<file path="config.mk">
export PLATFORM = sky130hd
export DESIGN_NAME = iav_irq_ctrl
export DESIGN_NICKNAME = d
export VERILOG_FILES = /design/src/rtl/iav_pkg.sv /design/src/rtl/iav_irq_ctrl.sv
export SDC_FILE = /design/constraint.sdc
export NUM_CORES = 1
export LEC_CHECK = 0
export BUFFER_PORTS_ARGS = -buffer_cell sky130_fd_sc_hd__buf_4
export CORE_AREA = 2 2 102 104
export CTS_CLUSTER_SIZE = 30
export DETAILED_ROUTE_END_ITERATION = 8
export DIE_AREA = 0 0 104 106
export GPL_TIMING_DRIVEN = 0
export PLACE_DENSITY = 0.84
export SLEW_MARGIN = 20
export SYNTH_ARGS = -nofsm -noshare
export SYNTH_HDL_FRONTEND = slang
export SYNTH_SLANG_ARGS = --single-unit
</file>
<file path="constraint.sdc">
create_clock -name mclk -period 2.1 [get_ports mclk]
set_clock_uncertainty 0.15 [all_clocks]
set_input_delay 0.105 -clock mclk [delete_from_list [all_inputs] [get_ports mclk]]
set_output_delay 0.105 -clock mclk [all_outputs]
set_load 0.005 [all_outputs]
</file>
<file path="src/rtl/iav_pkg.sv">
// iav_pkg: constants and types for the interrupt aggregation and vectoring block
// assumes one mclk domain; registers reached over ahb-lite, one aligned word each
package iav_pkg;
  // register byte addresses
  localparam logic [7:0] IAV_OFS_CTRL   = 8'h00;   // irq_control_reg
  localparam logic [7:0] IAV_OFS_PFLAG  = 8'h04;   // periph_flag_reg
  localparam logic [7:0] IAV_OFS_PMASK  = 8'h08;   // periph_mask_reg
  localparam logic [7:0] IAV_OFS_OPT    = 8'h0c;   // option_config_reg
  localparam logic [7:0] IAV_OFS_IOC    = 8'h10;   // per_pin_change_mask
  localparam logic [7:0] IAV_OFS_ISTAT  = 8'h14;   // bus-side sticky event status
  localparam logic [7:0] IAV_OFS_IMASK  = 8'h18;   // bus-side event mask
  localparam logic [7:0] IAV_OFS_CORE   = 8'h1c;   // core state, read only
  // irq_control_reg fields
  localparam int IAV_B_GLB_EN   = 7;
  localparam int IAV_B_GRP_EN   = 6;
  localparam int IAV_B_TMR_EN   = 5;
  localparam int IAV_B_PIN_EN   = 4;
  localparam int IAV_B_PORT_EN  = 3;
  localparam int IAV_B_TMR_FLG  = 2;
  localparam int IAV_B_PIN_FLG  = 1;
  localparam int IAV_B_PORT_FLG = 0;
  localparam int IAV_B_EDGE  = 6;                  // option_config_reg
  localparam logic [7:0] IAV_RST_CTRL = 8'h00;
  localparam logic [7:0] IAV_RST_PER  = 8'h00;
  localparam logic [7:0] IAV_RST_OPT  = 8'hff;
  localparam logic [5:0] IAV_RST_IOC  = 6'h00;
  localparam logic [12:0] IAV_VECTOR  = 13'h0004;
  localparam int IAV_NSRC     = 11;
  localparam int IAV_PIN_W    = 6;
  localparam int IAV_LAT_MIN  = 3;                 // entry latency, instruction cycles
  // bus-side status bits
  localparam int IAV_E_TAKEN  = 0;
  localparam int IAV_E_WAKE   = 1;
  localparam int IAV_E_PIN    = 2;
  localparam int IAV_E_W      = 3;
  // ahb-lite
  localparam logic [1:0] IAV_HTRANS_NONSEQ = 2'h2;
  localparam logic [2:0] IAV_HSIZE_WORD    = 3'h2;

  typedef struct packed {
    logic        take;      // vector entry this cycle
    logic        wake;      // leave sleep
    logic [12:0] vector;
  } iav_core_req_t;

  typedef struct packed {
    logic irq_return;       // return_from_irq_instr executed
    logic sleeping;         // core is asleep
    logic instr_end;        // an instruction cycle boundary (q1)
  } iav_core_stat_t;

  typedef enum logic [1:0] {
    IAV_RUN   = 2'b00,
    IAV_ARM   = 2'b01,
    IAV_ENTER = 2'b11,
    IAV_SLEEP = 2'b10
  } iav_state_t;
endpackage

</file>
<file path="src/rtl/iav_irq_ctrl.sv">
// iav_irq_ctrl: eleven-source interrupt aggregation, vectoring and sleep wake-up
// assumes core pulses on mclk; ext pin and port pins are asynchronous and synchronised here
//
// Functional notes
// - eleven interrupt sources are accepted
// - global enable bit 7 gates all servicing
// - every source has its own enable bit
// - any reset clears global enable
// - return instruction sets global enable again
// - entry clears global enable, pushes, vectors 0004h
// - pin events enter three or four cycles later
// - flags set regardless of any enable
// - clearing global enable suppresses next-cycle entry
// - pin, port, timer flags in control register
// - peripheral flag register holds eight flags
// - pin edge polarity chosen by edge select
// - selected pin edge sets flag, enable masks
// - pin wakes sleep only if enabled before
// - wake executes next instruction, then vectors if global enable set; here the vector follows the three-boundary entry latency
// - timer zero wrap sets its flag
// - port change sets flag, per-pin selectable
`timescale 1ns/100ps
module iav_irq_ctrl #(
  parameter int PORT_W = iav_pkg::IAV_PIN_W
) (
  input  wire logic                   mclk,
  input  wire logic                   resetn,
  input  wire logic                   clk_en,
  input  wire logic                   hsel,
  input  wire logic [31:0]            haddr,
  input  wire logic [1:0]             htrans,
  input  wire logic                   hwrite,
  input  wire logic [2:0]             hsize,
  input  wire logic [31:0]            hwdata,
  input  wire logic                   hready,
  output logic      [31:0]            hrdata,
  output logic                        hreadyout,
  output logic                        hresp,
  input  wire logic                   ext_irq_pin,
  input  wire logic [PORT_W-1:0]      first_io_port,
  input  wire logic                   timer_zero_wrap,
  input  wire logic [7:0]             periph_event,
  input  wire iav_pkg::iav_core_stat_t core_stat,
  output iav_pkg::iav_core_req_t      core_req,
  output logic                        irq
);

  // control state
  logic [7:0]        ctrl;
  logic [7:0]        pflag;
  logic [7:0]        pmask;
  logic [7:0]        opt;
  logic [PORT_W-1:0] ioc;
  logic [iav_pkg::IAV_E_W-1:0] istat;
  logic [iav_pkg::IAV_E_W-1:0] imask;
  iav_pkg::iav_state_t state;
  logic              pin_en_at_sleep;
  logic [1:0]        lat_cnt;

  // synchronisers: first stage feeds only the second
  logic              pin_s1, pin_s2, pin_q;
  logic [PORT_W-1:0] port_s1, port_s2, port_q;

  always_ff @(posedge mclk or negedge resetn) begin
    if (!resetn) begin
      pin_s1  <= 1'b0;
      pin_s2  <= 1'b0;
      pin_q   <= 1'b0;
      port_s1 <= '0;
      port_s2 <= '0;
      port_q  <= '0;
    end else if (clk_en) begin
      pin_s1  <= ext_irq_pin;
      pin_s2  <= pin_s1;
      pin_q   <= pin_s2;
      port_s1 <= first_io_port;
      port_s2 <= port_s1;
      port_q  <= port_s2;
    end
  end

  // event detection
  wire edge_sel   = opt[iav_pkg::IAV_B_EDGE];
  wire pin_rise   = pin_s2 & ~pin_q;
  wire pin_fall   = ~pin_s2 & pin_q;
  wire pin_event  = edge_sel ? pin_rise : pin_fall;
  wire port_event = |((port_s2 ^ port_q) & ioc);

  // ahb-lite slave, zero wait states
  logic       ph_wr;
  logic [7:0] ph_addr;
  wire  ap_valid = hsel & hready & htrans[1];
  wire  wr_en    = ph_wr & clk_en;
  wire  wr_ctrl  = wr_en & (ph_addr == iav_pkg::IAV_OFS_CTRL);
  wire  wr_pflag = wr_en & (ph_addr == iav_pkg::IAV_OFS_PFLAG);
  wire  wr_pmask = wr_en & (ph_addr == iav_pkg::IAV_OFS_PMASK);
  wire  wr_opt   = wr_en & (ph_addr == iav_pkg::IAV_OFS_OPT);
  wire  wr_ioc   = wr_en & (ph_addr == iav_pkg::IAV_OFS_IOC);
  wire  wr_istat = wr_en & (ph_addr == iav_pkg::IAV_OFS_ISTAT);
  wire  wr_imask = wr_en & (ph_addr == iav_pkg::IAV_OFS_IMASK);

  always_ff @(posedge mclk or negedge resetn) begin
    if (!resetn) begin
      ph_wr   <= 1'b0;
      ph_addr <= 8'h00;
    end else if (clk_en) begin
      ph_wr   <= ap_valid & hwrite;
      ph_addr <= haddr[7:0];
    end
  end

  logic [7:0] rd_mux;
  always_comb begin
    case (haddr[7:0])
      iav_pkg::IAV_OFS_CTRL:  rd_mux = ctrl;
      iav_pkg::IAV_OFS_PFLAG: rd_mux = pflag;
      iav_pkg::IAV_OFS_PMASK: rd_mux = pmask;
      iav_pkg::IAV_OFS_OPT:   rd_mux = opt;
      iav_pkg::IAV_OFS_IOC:   rd_mux = 8'(ioc);
      iav_pkg::IAV_OFS_ISTAT: rd_mux = 8'(istat);
      iav_pkg::IAV_OFS_IMASK: rd_mux = 8'(imask);
      iav_pkg::IAV_OFS_CORE:  rd_mux = {6'h00, state};
      default:                rd_mux = 8'h00;
    endcase
  end

  always_ff @(posedge mclk or negedge resetn) begin
    if (!resetn) begin
      hrdata <= 32'h0000_0000;
    end else if (clk_en && ap_valid && !hwrite) begin
      hrdata <= {24'h00_0000, rd_mux};
    end
  end

  assign hreadyout = 1'b1;
  assign hresp     = 1'b0;

  // request logic
  wire [7:0] ctrl_wv   = wr_ctrl ? hwdata[7:0] : ctrl;
  wire       glb_en    = ctrl[iav_pkg::IAV_B_GLB_EN];
  wire       core_pend = (ctrl[iav_pkg::IAV_B_TMR_EN] & ctrl[iav_pkg::IAV_B_TMR_FLG]) |
                         (ctrl[iav_pkg::IAV_B_PIN_EN] & ctrl[iav_pkg::IAV_B_PIN_FLG]) |
                         (ctrl[iav_pkg::IAV_B_PORT_EN] & ctrl[iav_pkg::IAV_B_PORT_FLG]);
  wire       per_pend  = ctrl[iav_pkg::IAV_B_GRP_EN] & |(pflag & pmask);
  wire       pend      = core_pend | per_pend;
  // a write clearing the global enable blocks entry in that same cycle
  wire       glb_en_live = glb_en & ctrl_wv[iav_pkg::IAV_B_GLB_EN];
  wire       req       = pend & glb_en_live;
  wire       lat_done  = (lat_cnt == 2'(iav_pkg::IAV_LAT_MIN - 1));
  wire       take      = (state == iav_pkg::IAV_ENTER) & core_stat.instr_end & glb_en_live;
  wire       wake_src  = pend | (pin_event & pin_en_at_sleep);
  wire       wake      = (state == iav_pkg::IAV_SLEEP) & wake_src;

  // sequencer: entry counted in instruction boundaries so two-cycle instructions
  // do not stretch the latency
  iav_pkg::iav_state_t next_state;
  always_comb begin
    case (state)
      iav_pkg::IAV_RUN:   next_state = core_stat.sleeping ? iav_pkg::IAV_SLEEP :
                                       req ? iav_pkg::IAV_ARM : iav_pkg::IAV_RUN;
      iav_pkg::IAV_ARM:   next_state = !req ? iav_pkg::IAV_RUN :
                                       (lat_done ? iav_pkg::IAV_ENTER : iav_pkg::IAV_ARM);
      iav_pkg::IAV_ENTER: next_state = !glb_en_live ? iav_pkg::IAV_RUN :
                                       (take ? iav_pkg::IAV_RUN : iav_pkg::IAV_ENTER);
      iav_pkg::IAV_SLEEP: next_state = wake ? iav_pkg::IAV_RUN : iav_pkg::IAV_SLEEP;
      default:            next_state = iav_pkg::IAV_RUN;
    endcase
  end

  always_ff @(posedge mclk or negedge resetn) begin
    if (!resetn) begin
      state   <= iav_pkg::IAV_RUN;
      lat_cnt <= 2'h0;
    end else if (clk_en) begin
      state <= next_state;
      if (state != iav_pkg::IAV_ARM)
        lat_cnt <= 2'h0;
      else if (core_stat.instr_end)
        lat_cnt <= lat_cnt + 2'h1;
    end
  end

  // pin enable latched as sleep is entered
  always_ff @(posedge mclk or negedge resetn) begin
    if (!resetn)
      pin_en_at_sleep <= 1'b0;
    else if (clk_en && state == iav_pkg::IAV_RUN && core_stat.sleeping)
      pin_en_at_sleep <= ctrl[iav_pkg::IAV_B_PIN_EN];
  end

  // flags: hardware set wins over software clear
  logic [7:0] next_ctrl;
  always_comb begin
    next_ctrl = ctrl_wv;
    if (core_stat.irq_return)
      next_ctrl[iav_pkg::IAV_B_GLB_EN] = 1'b1;
    if (take)
      next_ctrl[iav_pkg::IAV_B_GLB_EN] = 1'b0;
    if (pin_event)
      next_ctrl[iav_pkg::IAV_B_PIN_FLG] = 1'b1;
    if (timer_zero_wrap)
      next_ctrl[iav_pkg::IAV_B_TMR_FLG] = 1'b1;
    if (port_event)
      next_ctrl[iav_pkg::IAV_B_PORT_FLG] = 1'b1;
  end

  wire [7:0] next_pflag = (wr_pflag ? hwdata[7:0] : pflag) | periph_event;
  wire [iav_pkg::IAV_E_W-1:0] ev = {pin_event, wake, take};
  wire [iav_pkg::IAV_E_W-1:0] next_istat =
    (istat & ~(wr_istat ? hwdata[iav_pkg::IAV_E_W-1:0] : '0)) | ev;

  always_ff @(posedge mclk or negedge resetn) begin
    if (!resetn) begin
      ctrl  <= iav_pkg::IAV_RST_CTRL;
      pflag <= iav_pkg::IAV_RST_PER;
      pmask <= iav_pkg::IAV_RST_PER;
      opt   <= iav_pkg::IAV_RST_OPT;
      ioc   <= PORT_W'(iav_pkg::IAV_RST_IOC);
      istat <= '0;
      imask <= '0;
    end else if (clk_en) begin
      ctrl  <= next_ctrl;
      pflag <= next_pflag;
      istat <= next_istat;
      if (wr_pmask) pmask <= hwdata[7:0];
      if (wr_opt)   opt   <= hwdata[7:0];
      if (wr_ioc)   ioc   <= hwdata[PORT_W-1:0];
      if (wr_imask) imask <= hwdata[iav_pkg::IAV_E_W-1:0];
    end
  end

  // core side: wake resumes at the next instruction; the core then sees take
  // once the global enable allows, which yields the vector only after the three-boundary entry latency through arm
  assign core_req.take   = take & clk_en;
  assign core_req.wake   = wake & clk_en;
  assign core_req.vector = iav_pkg::IAV_VECTOR;
  assign irq             = |(istat & imask);
endmodule // iav_irq_ctrl

</file>
==> results list <==
* Vias in the first global route: between 3,000 and 4,000
- Post-route total power: roughly 3.8 mW
- After floorplanning, the core was sized to cover 10000 µm².
* Run status: finished, final reports clean
- Cell internal pwr: around 2.7 mW
- Along the worst path, the maximum fanout reaches 4.
- Average detailed-routed wire length per instance: around 17 µm
* Clock tree from TritonCTS: built
* Class of the tightest hold or removal check: primary input to flop
- Cell types with the largest area share after synthesis: dfrtp_1 44%, mux2_2 15%, buf_4 6.5%, dfstp_2 4.7%, nand2_1 2.8%
- After synthesis the netlist holds a flip-flop and latch count of 87.
- Reg2Reg Depth: 5
- Cell Area, Synth: roughly 4500 µm²
- The analysis attributes to cell leakage a power of approximately 2.7 nW.
- The Yosys step of the flow raised 0 warnings.
- The synthesized design spends more area on one cell type than any other, namely dfrtp_1.
- Main flop type after synthesis: dfrtp_1
- Critical Path Start: ph_addr[0]
- Maximum clock path buffer count: 2
- For the pin with the worst max-slew slack, the measured transition is roughly 800 ps.
* Instance area at placement: 5180 µm²
- Setup repair after global routing could not meet its margin everywhere.
- Layout Nets: 614
* Multi-input combinational cell area: 2120 µm²
- Of the cells placed in the final design, the portion with a size suffix greater than 1 is 0.410.
- Finish-stage setup viols: 0
- Critical Path End: core_req[14]
- Via total after detailed routing: 3,456
- Wire length of the first global-routing pass: approximately 18,000 µm
- The setup path with the least slack is of type flop to primary output.
* Sw Share: 0.284
* Fin crit share: 0.996
* Worst reg2reg startpoint: ph_addr[7]
- The final hold violation count was 0.
* Horiz. Die Dim: ~100 µm
* Worst slew slack as a fraction of its limit: 0.466
* DP Worst Slack: approximately 38 ps
- Maximum number of pins on one net before global-route repair: around 90
- The worst setup path is captured at a primary output.
* Total of max-cap violations: 0
- In this run the power density over the cells is around 650 nW/µm².
- Post-synthesis area per instance: 11.8 µm²
- Comb power frac: 0.168
* FILL cells: 829
- The cell count after synthesis came out at 380.
* Initial DRT Pass Iterations: 5
- Proportion of power drawn by flip-flops and latches: 0.513
- The worst register-to-register path has a setup slack of around 40 ps.
* Total number of H-tree levels: 3
* Share of async-settable or async-resettable flops after synthesis: 1.00
- Leaving out fill and tap cells, the most frequent cell in the layout is buf_4.
- # rows: 37
* Worst setup SP type: flop
* Final critical-path setup slack: 9.37 ps
- At the end of routability-driven placement, the weighted congestion stood at about 0.9.
- Pin placement for this block handled approximately 140 I/O pins.
- Derived from the worst setup path, the maximum achievable clock frequency is ~480 MHz.
* Minimum clock period: 2090 ps
* Slew Viols, Final: 0
- Clock tree synthesis inserted a total of 9 buffers.
* Total global routing overflow: 0
* Data required time of the worst path: 1850 ps
- Clock Sinks: just under 90
- Excluding fillers, the count of instances in the completed layout stands at 660.
- Number of distinct library cells after synthesis: 52
- Measured along the y axis, the die boundary spans roughly 110 µm.
- The share of total power dissipated in the clock network is 0.319.
- Sequential cell area fraction in the yosys report: 0.486
- Vias per cell: between 5 and 6
- Once detail routing completed, the nets flagged for antenna violations numbered 0.
- EDFF count, synth: 0
- The initial utilization of the core area, before any placement, comes to 0.450.
- IR analysis of the VDD net gives a maximum drop of 0.451 mV.
* Total Die Area: 11,000 µm²
* Reported net switching power: roughly 1.1 mW
- Commonest non-fill, non-tap cells in the layout: 94 x buf_4, 77 x dfrtp_1, 60 x mux2_2
- In this run, placement finished with an instance count of between 600 and 700.
- 0 antenna diodes ended up in the layout.
- Root cell of the clock tree: clkbuf_8
- Tightest hold margin: between 100 and 150 ps
- After detailed routing, the total wire length is between 10,000 and 15,000 µm.
- Sequential cell area: 2190 µm²
- For this block, the initial DRC count from the detailed router was 222.
- After detailed routing, the number of remaining DRC violations is 0.
* Clock input transition at the sequential cells of the worst setup and hold paths: 90 ps
- Data on the critical path arrives at its endpoint at 1840 ps.
* Later-pin clock latency in the skew report: 370 ps
- In the global route stage, overall resource usage came out at 0.213.
- Reg2reg end: ioc[2]
- Area share of the leading cell type in the synthesized netlist: 0.440
- Area growth, synth to finish: 29.7%
- Half-perimeter wire length after detailed placement: between 7000 and 8000 µm
- Once layout is done, the placed cells without fillers occupy slightly below 6000 µm².
- Antenna violations before repair: 0
- Port buffering added 50 buffers.
-- cells in the mapped netlist, drive strengths merged (3+ instances only) --
cell / number
dfrtp: 79
mux2: 60
buf: 46
nand2: 34
o21ai: 19
a22o: 14
nor2: 11
a21o: 10
mux2i: 9
dfstp: 8
inv: 8
a22oi: 7
clkbuf: 7
nor3: 7
xor2: 6
nand3: 5
mux4: 4
nand2b: 4
o22ai: 4
a31o: 3
nand4: 3
o211ai: 3
-- kinds of logic after synthesis --
family / share of synthesized area
compound gates: 0.122
xor+xnor: 0.0117
fa+ha+maj: 0.00278
buf+inv: 0.0849
flops: 0.486
mux: 0.190
other cells: 0.00167
simple gates: 0.100
-- timing repair --
action                                  CTS  global route
hold buffers                             35             0
gates resized for setup                   4             9
endpoints found under the hold margin   137             0
pin swaps                                 3             3
setup buffers                             2             4
endpoints found under the setup margin    2            35
-- layout make-up --
class / count / share of cell area
buffer: 53 / 0.0603
clock buffer: 10 / 0.0219
clock inverter: 6 / 0.0118
inverter: 8 / 0.00515
multi-input combinational: 269 / 0.364
sequential: 87 / 0.375
tap: 136 / 0.0292
timing repair buffer: 91 / 0.133
-- flip-flops by register name (all words and copies together) (netlist names) --
signal / cells
ph_addr: 8
opt: 8
istat: 3
pin_s1: 1
hrdata: 8
imask: 3
ph_wr: 1
ctrl: 8
port_q: 6
pin_en_at_sleep: 1
pin_s2: 1
pin_q: 1
ioc: 6
lat_cnt: 2
port_s2: 6
pmask: 8
state: 2
port_s1: 6
pflag: 8
-- layer usage --
layer  vias to the layer above  wire length, µm  global-route usage
li1                       1580                -                   -
met1                      1692             4750               0.279
met2                       161             5640               0.356
met3                        23              759              0.0466
met4                         0              258              0.0647
met5                         -                0                   0
-- power by group through the flow --
stage	combinational [mW]	clock (mW)	sequential, mW
2_1_floorplan	0.369	0	1.92
3_3_place_gp	0.529	0	1.95
3_5_place_dp	0.549	0	1.95
4_1_cts	0.608	1.21	1.92
5_1_grt	0.692	1.30	1.95
6_report	0.632	1.20	1.94
-- critical path, stage by stage, from the launching register on --
cell,delay [ps]
dfrtp_2,450
nor4_4,410
nand4b_4,170
o21ai_4,210
nor3_2,90
buf_4,140
-- stage by stage --
stage          utilization  TNS (ps)
6_report             0.583         0
2_1_floorplan            -         0
4_1_cts              0.576         0
3_3_place_gp         0.518         0
5_1_grt              0.583      -662
3_5_place_dp         0.518         0
-- how the worst min path moves through the flow --
stage	to	start	slack [ps]	depth (start not counted)
after global routing	hrdata[7]	haddr[2]	170	4
after global placement	port_s1[3]	first_io_port[3]	190	2
after detailed placement	port_s1[3]	first_io_port[3]	190	2
after floorplan	ctrl[0]	resetn	-340	0
final	hrdata[6]	haddr[4]	120	4
after CTS	hrdata[7]	haddr[4]	120	4
No activity file was read; power rests on OpenSTA's default activity.
